==> config.mk <==
export PLATFORM = sky130hd
export DESIGN_NAME = psq_sequencer
export DESIGN_NICKNAME = d
export VERILOG_FILES = /design/src/verilog/psq_pkg.sv /design/src/verilog/psq_sequencer.sv
export SDC_FILE = /design/constraint.sdc
export NUM_CORES = 1
export LEC_CHECK = 0
export BUFFER_PORTS_ARGS = -buffer_cell sky130_fd_sc_hd__buf_2
export CORE_MARGIN = 2
export CORE_UTILIZATION = 57
export CTS_CLUSTER_SIZE = 40
export DETAILED_ROUTE_END_ITERATION = 10
export GPL_ROUTABILITY_DRIVEN = 0
export GPL_TIMING_DRIVEN = 0
export PLACE_DENSITY = 0.82
export SYNTH_ARGS = -nofsm -noshare
export SYNTH_HDL_FRONTEND = slang
export SYNTH_SLANG_ARGS = --single-unit
==> constraint.sdc <==
create_clock -name clock -period 6.75 [get_ports clock]
set_input_delay 1.35 -clock clock [delete_from_list [all_inputs] [get_ports clock]]
set_output_delay 1.35 -clock clock [all_outputs]
set_load 0.005 [all_outputs]
==> src/verilog/psq_pkg.sv <==
// Package: constants and carrier types for the program sequencer
`default_nettype none
package psq_pkg;
  // ---------------------------------------------------------------
  // Widths and sizes
  // ---------------------------------------------------------------
  localparam int PC_W        = 12;          // Program counter width
  localparam int STK_DEPTH   = 4;           // Return stack levels
  localparam int DATA_W      = 16;          // Data bus width
  localparam int UPPER_W     = 9;           // Dedicated upper address pins
  // ---------------------------------------------------------------
  // Register map
  // ---------------------------------------------------------------
  localparam logic [15:0] SYSCON_BANK = 16'h0001; // Bank of config register
  localparam logic [2:0]  SYSCON_PORT = 3'h3;     // Port of config register
  localparam int          MODE_BIT    = 0;        // Memory select bit position
  localparam logic [15:0] SYSCON_ONES = 16'hfffe; // Upper bits read as ones
  localparam logic [PC_W-1:0] PC_RST  = 12'h000;  // Reset value of counter
  // ---------------------------------------------------------------
  // Timing
  // ---------------------------------------------------------------
  localparam int          SWITCH_CYC  = 2;        // Mode switch delay, cycles
  localparam int          BRANCH_ON_INPUT_LOW_CYC    = 2;        // Absent-input branch cycles
  localparam logic [1:0]  SWITCH_CNT  = 2'(SWITCH_CYC);
  localparam logic [1:0]  NOP_CNT     = 2'(BRANCH_ON_INPUT_LOW_CYC - 1);
  // ---------------------------------------------------------------
  // Commands
  // ---------------------------------------------------------------
  typedef enum logic [3:0] {
    PSQ_NONE, PSQ_BRANCH, PSQ_CALL, PSQ_RET, PSQ_INTR,
    PSQ_PUSH, PSQ_POP, PSQ_TBL_START, PSQ_TBL_END, PSQ_BRANCH_ON_INPUT_LOW
  } psq_cmd_t;
  // Request from the decoder
  typedef struct packed {
    psq_cmd_t          cmd;     // Sequencer command
    logic              cond;    // Branch condition true
    logic [PC_W-1:0]   target;  // Absolute target from the instruction
  } psq_req_t;
  // Port write from the OUT instruction
  typedef struct packed {
    logic              we;      // Write strobe
    logic [15:0]       bank;    // Current bank select
    logic [2:0]        port;    // Port address
    logic [DATA_W-1:0] data;    // Write data
  } psq_io_t;
endpackage
`default_nettype wire

==> src/verilog/psq_sequencer.sv <==
// Program counter, return stack and program memory mode select
//
// Summary of operation
// - absent-input branch acts as two-cycle no-op
// - twelve-bit counter, fetch then increment
// - reset clears the program counter
// - counter loads on output clock fall
// - counter drives upper address pins in mode zero only
// - taken branch loads absolute target, else increment
// - calls and interrupts push the counter plus one
// - stack is four levels of twelve bits
// - push places accumulator low bits on top
// - push shifts down, bottom value lost silently
// - pop moves top to accumulator, shifts up
// - pop keeps bottom level copied upward
// - table read and write use one level
// - config bit zero selects memory mode
// - mode one fetches from internal memory
// - internal mode holds upper address lines high
// - mode zero fetches externally, internal disabled
// - mode pin sampled in first cycle after reset
// - after reset pin is falling-edge interrupt
// - memory source switches two cycles after write
// - config register at bank one port three
`timescale 1ns/1ps
`default_nettype none
module psq_sequencer (
  // Clock and reset
  input  wire logic                     clock,
  input  wire logic                     sys_rst,
  // Pipeline advance, one cycle per output clock falling edge
  input  wire logic                     output_clock_fall,
  // Decoder request
  input  wire psq_pkg::psq_req_t        req,
  input  wire logic [psq_pkg::PC_W-1:0] acc_low,
  input  wire logic [psq_pkg::PC_W-1:0] tbl_addr,
  // Port write and read
  input  wire psq_pkg::psq_io_t         io,
  input  wire logic                     io_rd,
  output logic [psq_pkg::DATA_W-1:0]    io_rdata,
  // Shared interrupt and mode pin
  input  wire logic                     nonmaskable_mode_pin,
  output logic                          nmi_pulse,
  // Program memory side
  output logic [psq_pkg::PC_W-1:0]      prog_addr,
  output logic [psq_pkg::UPPER_W-1:0]   ext_addr_bus,
  output logic [2:0]                    port_addr_lines,
  output logic                          int_mem_en,
  output logic                          memory_select_bit,
  // Results toward the datapath
  output logic [psq_pkg::PC_W-1:0]      pop_data,
  output logic                          pop_valid,
  output logic                          busy
);
  // ---------------------------------------------------------------
  // State
  // ---------------------------------------------------------------
  logic [psq_pkg::PC_W-1:0] pc_q;                      // Program counter
  logic [psq_pkg::PC_W-1:0] stk_q [psq_pkg::STK_DEPTH]; // Return stack
  logic                     mode_q;                    // Active memory mode
  logic                     mode_pend_q;               // Written mode value
  logic [1:0]               sw_cnt_q;                  // Switch delay count
  logic [1:0]               nop_cnt_q;                 // No-op stall count
  logic                     in_rst_q;                  // First cycle after reset
  logic                     pin_q;                     // Pin history for edge
  logic                     armed_q;                   // Pin seen high after reset
  logic                     tbl_q;                     // Table transfer active
  logic                     adv;                       // Pipeline step this cycle
  logic                     sys_wr;                    // Config register write
  logic                     sys_sel;                   // Config register selected

  assign adv     = output_clock_fall && (nop_cnt_q == 2'h0);
  assign sys_sel = (io.bank == psq_pkg::SYSCON_BANK) &&
                   (io.port == psq_pkg::SYSCON_PORT);
  assign sys_wr  = io.we && sys_sel;

  // ---------------------------------------------------------------
  // Program counter
  // ---------------------------------------------------------------
  // Counter steps on each pipeline advance; branches load the target
  always_ff @(posedge clock or posedge sys_rst) begin
    if (sys_rst) begin
      pc_q <= psq_pkg::PC_RST;
    end else if (adv) begin
      unique case (req.cmd)
        psq_pkg::PSQ_BRANCH: begin
          if (req.cond) begin
            pc_q <= req.target;
          end else begin
            pc_q <= pc_q + 12'h001;
          end
        end
        psq_pkg::PSQ_CALL, psq_pkg::PSQ_INTR: begin
          pc_q <= req.target;
        end
        psq_pkg::PSQ_RET: begin
          pc_q <= stk_q[0];
        end
        psq_pkg::PSQ_TBL_START: begin
          pc_q <= tbl_addr;
        end
        psq_pkg::PSQ_TBL_END: begin
          pc_q <= stk_q[0];
        end
        default: begin
          pc_q <= pc_q + 12'h001;
        end
      endcase
    end
  end

  // ---------------------------------------------------------------
  // No-op stall for the absent-input branch
  // ---------------------------------------------------------------
  // The branch never takes; it holds the pipeline one extra step
  always_ff @(posedge clock or posedge sys_rst) begin
    if (sys_rst) begin
      nop_cnt_q <= 2'h0;
    end else if (adv && req.cmd == psq_pkg::PSQ_BRANCH_ON_INPUT_LOW) begin
      nop_cnt_q <= psq_pkg::NOP_CNT;
    end else if (output_clock_fall && nop_cnt_q != 2'h0) begin
      nop_cnt_q <= nop_cnt_q - 2'h1;
    end
  end

  // ---------------------------------------------------------------
  // Return stack
  // ---------------------------------------------------------------
  // Push shifts down and drops the bottom; pop shifts up keeping bottom
  always_ff @(posedge clock or posedge sys_rst) begin
    if (sys_rst) begin
      for (int i = 0; i < psq_pkg::STK_DEPTH; i++) begin
        stk_q[i] <= 12'h000;
      end
    end else if (adv) begin
      unique case (req.cmd)
        psq_pkg::PSQ_CALL, psq_pkg::PSQ_INTR, psq_pkg::PSQ_PUSH,
        psq_pkg::PSQ_TBL_START: begin
          for (int i = psq_pkg::STK_DEPTH - 1; i > 0; i--) begin
            stk_q[i] <= stk_q[i-1];
          end
          if (req.cmd == psq_pkg::PSQ_PUSH) begin
            stk_q[0] <= acc_low;
          end else begin
            stk_q[0] <= pc_q + 12'h001;
          end
        end
        psq_pkg::PSQ_POP, psq_pkg::PSQ_RET, psq_pkg::PSQ_TBL_END: begin
          for (int i = 0; i < psq_pkg::STK_DEPTH - 1; i++) begin
            stk_q[i] <= stk_q[i+1];
          end
          stk_q[psq_pkg::STK_DEPTH-1] <= stk_q[psq_pkg::STK_DEPTH-1];
        end
        default: begin
        end
      endcase
    end
  end

  // Popped top toward the accumulator low bits
  always_ff @(posedge clock or posedge sys_rst) begin
    if (sys_rst) begin
      pop_data  <= 12'h000;
      pop_valid <= 1'b0;
    end else begin
      pop_valid <= adv && (req.cmd == psq_pkg::PSQ_POP);
      if (adv && req.cmd == psq_pkg::PSQ_POP) begin
        pop_data <= stk_q[0];
      end
    end
  end

  // Table transfer marker, holding one stack level while active
  always_ff @(posedge clock or posedge sys_rst) begin
    if (sys_rst) begin
      tbl_q <= 1'b0;
    end else if (adv && req.cmd == psq_pkg::PSQ_TBL_START) begin
      tbl_q <= 1'b1;
    end else if (adv && req.cmd == psq_pkg::PSQ_TBL_END) begin
      tbl_q <= 1'b0;
    end
  end

  // ---------------------------------------------------------------
  // Memory mode
  // ---------------------------------------------------------------
  // Strap is caught in the first cycle after release, from a pin held
  // steady through reset; software writes take effect after a delay
  always_ff @(posedge clock or posedge sys_rst) begin
    if (sys_rst) begin
      in_rst_q <= 1'b1;
    end else begin
      in_rst_q <= 1'b0;
    end
  end

  always_ff @(posedge clock or posedge sys_rst) begin
    if (sys_rst) begin
      mode_q      <= 1'b0;
      mode_pend_q <= 1'b0;
      sw_cnt_q    <= 2'h0;
    end else if (in_rst_q) begin
      mode_q      <= nonmaskable_mode_pin;
      mode_pend_q <= nonmaskable_mode_pin;
    end else if (sys_wr) begin
      mode_pend_q <= io.data[psq_pkg::MODE_BIT];
      sw_cnt_q    <= psq_pkg::SWITCH_CNT - 2'h1;
    end else if (sw_cnt_q != 2'h0) begin
      sw_cnt_q <= sw_cnt_q - 2'h1;
    end else begin
      mode_q <= mode_pend_q;
    end
  end

  // ---------------------------------------------------------------
  // Interrupt edge detect on the shared pin
  // ---------------------------------------------------------------
  // Armed only once the pin has been seen high after reset
  always_ff @(posedge clock or posedge sys_rst) begin
    if (sys_rst) begin
      pin_q     <= 1'b0;
      armed_q   <= 1'b0;
      nmi_pulse <= 1'b0;
    end else begin
      pin_q     <= nonmaskable_mode_pin;
      if (!in_rst_q && pin_q) begin
        armed_q <= 1'b1;
      end
      nmi_pulse <= armed_q && pin_q && !nonmaskable_mode_pin;
    end
  end

  // ---------------------------------------------------------------
  // Address outputs and read data
  // ---------------------------------------------------------------
  // Upper pins forced high in internal mode; low pins always follow pc
  always_ff @(posedge clock or posedge sys_rst) begin
    if (sys_rst) begin
      prog_addr         <= 12'h000;
      ext_addr_bus      <= 9'h000;
      port_addr_lines   <= 3'h0;
      int_mem_en        <= 1'b0;
      memory_select_bit <= 1'b0;
      busy              <= 1'b0;
      io_rdata          <= 16'h0000;
    end else begin
      prog_addr       <= pc_q;
      port_addr_lines <= pc_q[2:0];
      if (mode_q) begin
        ext_addr_bus <= 9'h1ff;
      end else begin
        ext_addr_bus <= pc_q[psq_pkg::PC_W-1:3];
      end
      int_mem_en        <= mode_q;
      memory_select_bit <= mode_q;
      busy              <= (nop_cnt_q != 2'h0) || tbl_q;
      if (io_rd && sys_sel) begin
        io_rdata <= psq_pkg::SYSCON_ONES | {15'h0000, mode_pend_q};
      end else begin
        io_rdata <= 16'h0000;
      end
    end
  end
endmodule
`default_nettype wire

# Word level (Yosys, flattened, before mapping)
# Cells that the tools add are included.
[classes]
add_sub_neg = 3
n_eq_ne = 13
muxes = 17
bitwise_logic = 2
reduce_logical = 31
[op_table]
columns = ["op", "count"]
rows = [
  ["$pmux W48 S2", 1],
  ["$pmux W12 S4", 1],
  ["$mux W12", 2],
  ["$eq A16 B1 Y1 const B", 1],
  ["$eq A4 B3 Y1 const B", 4],
  ["$mux W16", 1],
  ["$reduce_bool A2 Y1", 7],
  ["$add A12 B1 Y12 const B", 1],
  ["$logic_and A1 B1 Y1", 12],
  ["$mux W9", 1],
  ["$eq A4 B2 Y1 const B", 2],
  ["$eq A4 B4 Y1 const B", 2],
  ["$mux W2", 4],
  ["$mux W1", 7],
  ["$reduce_and A2 Y1", 3],
  ["$eq A4 B1 Y1 const B", 1],
  ["$ne A2 B2 Y1 const B", 2],
  ["$reduce_or A2 Y1", 2],
  ["$reduce_or A4 Y1", 1],
  ["$sub A2 B1 Y2 const B", 2],
  ["$eq A3 B2 Y1 const B", 1],
  ["$reduce_and A3 Y1", 1],
  ["$reduce_or A3 Y1", 1],
  ["$logic_not A1 Y1", 2],
  ["3 further kinds", 4],
]
[totals]
register_bits = 126
input_bits = 82
elab_cells = 88

# Longest topological paths before layout
[depth]
word_depth = 5
mapped_depth = 8
mapped_depth_nobuf = 7

# Worst setup path before layout
# No wires, ideal clock.
[synth_path]
path_kind = "input port to flip-flop"
startpoint = "input req[15] in the netlist's numbering"
endpoint = "register pc_q[7] in the netlist's numbering"
setup_ns = 0.124
arrival_ns = 2.606
slack_ns = 4.020
stages = 6
path_buffers = 1
path_cell_list = "buf_6 -> or4b_4 -> inv_1 -> nor3_2 -> a21o_1 -> a211o_1"
[synth_between]
elab_chain_cells = 3
word_cells_on_any_way = 9
cone_classes = "eq/ne: 6; mux: 1; reduce/logical: 2"
[synth_lines]
columns = ["item", "line", "source"]
rows = [
  ["start, declared", "psq_sequencer.sv:34", "input wire psq_pkg::psq_req_t req,"],
  ["$eq A4 B4 Y1 (tied with other cells)", "psq_sequencer.sv:85", "unique case (req.cmd)"],
  ["$reduce_or A2 Y1, on equally long branches", "n/a", ""],
  ["$pmux W12 S4 *", "psq_sequencer.sv:85", ""],
  ["end signal, assigned", "psq_sequencer.sv:83", "pc_q <= psq_pkg::PC_RST;"],
  ["end signal, assigned", "psq_sequencer.sv:88", "pc_q <= req.target;"],
  ["end signal, assigned", "psq_sequencer.sv:90", "pc_q <= pc_q + 12'h001;"],
  ["end, declared", "psq_sequencer.sv:58", "logic [psq_pkg::PC_W-1:0] pc_q;"],
]
# Every way passes the cells marked *; elsewhere a longest branch is shown, timed or not.
# A chain may end at the register's enable or synchronous reset.

# Worst setup path after layout
[layout_path]
startpoint = "input req[13] in the netlist's numbering"
endpoint = "register stk_q[17] in the netlist's numbering"
[layout_between]
elab_chain_cells = 4
word_cells_on_any_way = 12
cone_classes = "eq/ne: 7; mux: 1; reduce/logical: 4"
[layout_lines]
columns = ["item", "line", "source"]
rows = [
  ["$eq A4 B3 Y1 (tied with other cells)", "psq_sequencer.sv:136", "unique case (req.cmd)"],
  ["$reduce_or A4 Y1 / $reduce_or A3 Y1 (equally long branches)", "psq_sequencer.sv:136", ""],
  ["$reduce_bool A2 Y1 (no source line)", "n/a", ""],
  ["$reduce_and A2 Y1 (no source line)", "n/a", ""],
  ["end signal, assigned by index", "psq_sequencer.sv:140", "stk_q[i] <= stk_q[i-1];"],
  ["end signal, assigned by index", "psq_sequencer.sv:150", "stk_q[i] <= stk_q[i+1];"],
  ["end signal, assigned by index", "psq_sequencer.sv:152", "stk_q[psq_pkg::STK_DEPTH-1] <= stk_q[psq_pkg::STK_DEPTH-1];"],
  ["end, declared", "psq_sequencer.sv:59", "logic [psq_pkg::PC_W-1:0] stk_q [psq_pkg::STK_DEPTH];"],
]
# Several ways; a longest one is shown, not always the timed one. The select of a mux whose other input is x is not followed.

==> qor.csv <==
stage;metric;value;unit
run_status;status;finished clean;
global_routing;GRT Total Usage;27.04;%
sta;min Tclk post-route;2794;ps
layout;Area growth, synth to finish;18.83;%
critical_path;Setup crit end;stk_q[17];
synth;Most used DFF post-synth;dfrtp_1;
drt;Via density;5.890;
sta;final setup vio count;0;
sta;RSZ-0062 raised after global routing;no;
min_path;min-delay worst type;reg -> reg;
floorplanning;die extent in y;100.2;um
floorplanning;Top Ports;139;
sta;final number of hold-violating endpoints;0;
clock_tree;Reg clk slew, reported paths;90;ps
sta;Fin Setup TNS;0;ps
sta;fmax;357.9;MHz
clock_tree;Root Driver;clkbuf_8;
floorplanning;initial core utilization;57.93;%
synth;yosys warns;0;
synth;synthesized instance count;526;
critical_path;critical path arrival;3080;ps
floorplanning;Core Region;0.009109;mm2
layout;number of diodes;0;
critical_path;crit start category;primary input;
pwr;leakage dissipation;2.987;nW
clock_tree;Clock Latency Late Sink;370;ps
sta;Slew Viols, Final;0;
critical_path;Reg2Reg Depth;6;
pwr;Max VDD drop;191.6;uV
clock_tree;postcts setup bufs;0;
critical_path;CP top delay family;compound AO/OA/AOI/OAI gates;
drt;total number of vias;4565;
synth;Async SR Flop Fraction;100.0;%
synth;Post-synth EDFFs;0;
floorplanning;die area;0.01004;mm2
critical_path;slowest stage delay, CP;640;ps
synth;synth cell count leaders;dfrtp_1, nand2_1, nor2_1;
global_routing;initial antenna violation count;0;
synth;Netlist cell types;63;
global_routing;global route overflow;0;
critical_path;worst path required time;7030;ps
drt;Detailed Route Iter0 Violations;453;
drt;Final ANT Viol Nets;0;
placement;area of placed instances;0.006056;mm2
drt;drt wl/cell;17.31;um
sta;Max Clock Skew;9.184;ps
clock_tree;Sink Count;109;
synth;#FFs+latches synth;109;
critical_path;flop-to-flop setup slack;4490;ps
global_routing;first-pass GRT wire length;21220;um
synth;Area contributors post-synth;dfrtp_1, nand2_1, mux2_2, nor2_1, a31oi_1;
clock_tree;CTS tree;built;
min_path;Hold Path Origin;pc_q[6];
clock_tree;post-CTS sizing;0;
floorplanning;Die Span X;100.2;um
drt;Routed WL;13410;um
synth;Synthesized Nets;611;
sta;Least-Margin Pin Slew;860.5;ps
critical_path;WS Path Type;in -> reg;
layout;FILL cells;690;
job;MaxCap Viol Count;0;
clock_tree;clk buf depth;2;
layout;NumNets Final;745;
placement;Final HPWL DP;10020;um
sta;Max-slew headroom;42.14;%
synth;top-count cell post-synth;dfrtp_1;
drt;drt first pass iters;5;
critical_path;Critical Path Source;req[13];
critical_path;critical path's slowest cell;o32ai_2;
floorplanning;Row Count;35;
layout;post-route cell area;0.006270;mm2
sta;fin crit share;41.40;%
critical_path;Crit. End Element;flop;
critical_path;stages on the worst setup path;7;
layout;layout cells sized above 1;34.34;%
synth;area leader, netlist;dfrtp_1;
critical_path;WP buf/inv;3;
critical_path;reg2reg end;stk_q[2];
global_routing;vias in the first global route;4193;
synth;Yosys top cell area share;51.22;%
drt;DRC;0;
critical_path;Max FO, Critical Path;10;
critical_path;r2r startpoint;nop_cnt_q[0];
pwr;power density over the cells;376.1;mW/mm2
global_routing;pin count of the biggest net entering global routing;57;
critical_path;most used cell, CP;buf_2;
clock_tree;H-tree lvl count;3;
clock_tree;Hold Buf Count CTS;0;
synth;Synth Area per Inst;10.03;um2
clock_tree;total clock buffers created by CTS;9;
placement;port bufs;122;
critical_path;cells along the critical path;buf_2 > buf_2 > nand2_2 > o32ai_2 > buf_2 > nand2_1 > a31oi_1;
synth;Mapped Area;0.005276;mm2
synth;register area share after synthesis;51.72;%
-- power breakdown --
| part | switching [W] | total [W] | internal (W) |
|---|---|---|---|
| clock network | 0.000213 | 0.000430 | 0.000217 |
| logic | 0.000392 | 0.000762 | 0.000370 |
| registers | 0.000241 | 0.00117 | 0.000925 |
-- kinds of logic after synthesis --
kind of cell	after synthesis	share of synthesized area [%]
fa+ha+maj	3	0.7115
xor+xnor	11	1.826
simple gates	212	18.99
flops	109	51.72
compound gates	108	14.96
mux	23	4.838
other cells	1	0.07107
buf+inv	59	6.877
-- metal layers --
layer	wire length [um]	vias up	GRT usage, %	share of wire, %
li1	-	2105	-	-
met1	5473	2208	36.12	41
met2	6595	223	44.71	49
met3	1033	29	4.526	7.7
met4	310	0	10.01	2.3
met5	0	-	0	0
-- flip-flops by register name (all words and copies together), names as in the netlist, 2 cells and up --
name and flops:
port_addr_lines 2, ext_addr_bus 9, io_rdata 2, stk_q 48, pop_data 12, sw_cnt_q 2, pc_q 12, nop_cnt_q 2
prog_addr 10
-- per-stage QoR --
step / util, % / hold slack [ps] / cells / power [W] / setup slack (ps)
floorplan: - / 351.9 / 526 / 0.001610 / 2528
global placement: 66.15 / 355.2 / 759 / 0.001865 / 1466
detailed placement: 66.48 / 372.6 / 760 / 0.001921 / 3603
CTS: 68.83 / 394.7 / 775 / 0.002346 / 3981
global route: 68.83 / 409.5 / 775 / 0.002502 / 3840
finish: 68.83 / 383.6 / 775 / 0.002358 / 3956
-- placed cells by master, fill, tap and decap left out, types with 3 or more instances in the layout --
cell and count:
a211o_1 5, a21o_1 3, a21oi_1 15, a21oi_2 5, a221o_1 3, a222oi_1 9, a31oi_1 29, and2_1 5
and3_1 6, buf_2 139, buf_4 23, buf_6 3, clkbuf_1 5, clkbuf_8 10, dfrtp_1 108, ha_1 3
inv_1 10, mux2_2 20, mux2i_1 3, nand2_1 89, nand2b_1 10, nand3_1 10, nand4_1 4, nand4b_1 3
nor2_1 54, nor4_1 4, o21ai_0 13, o22ai_1 3, or2_0 3, or2_2 10, xnor2_1 5, xor2_1 6
-- worst min-delay path by stage --
stage	slack (ps)	end	depth (start not counted)
2_1_floorplan	350	prog_addr[6]	0
3_3_place_gp	360	prog_addr[6]	0
4_1_cts	390	prog_addr[6]	0
5_1_grt	410	prog_addr[6]	0
6_report	380	prog_addr[6]	0
3_5_place_dp	370	prog_addr[6]	0
-- worst register-to-register path, stage by stage, from the launching register on --
cell and delay (ps):
dfrtp_1 400, inv_1 60, ha_1 210, nand2_1 270
nor3_2 530, buf_4 300, mux2_2 360
-- layout make-up --
class | count | area [um2] | share of cell area, %
tap | 111 | 138.9 | 2.215
inverter | 11 | 43.79 | 0.6985
clock buffer | 11 | 141.4 | 2.255
buffer | 48 | 321.6 | 5.129
timing repair buffer | 123 | 638.1 | 10.18
sequential | 109 | 2729 | 43.52
multi-input combinational | 358 | 2185 | 34.84
clock inverter | 4 | 72.57 | 1.157
Power figures use the tool's default switching activity.
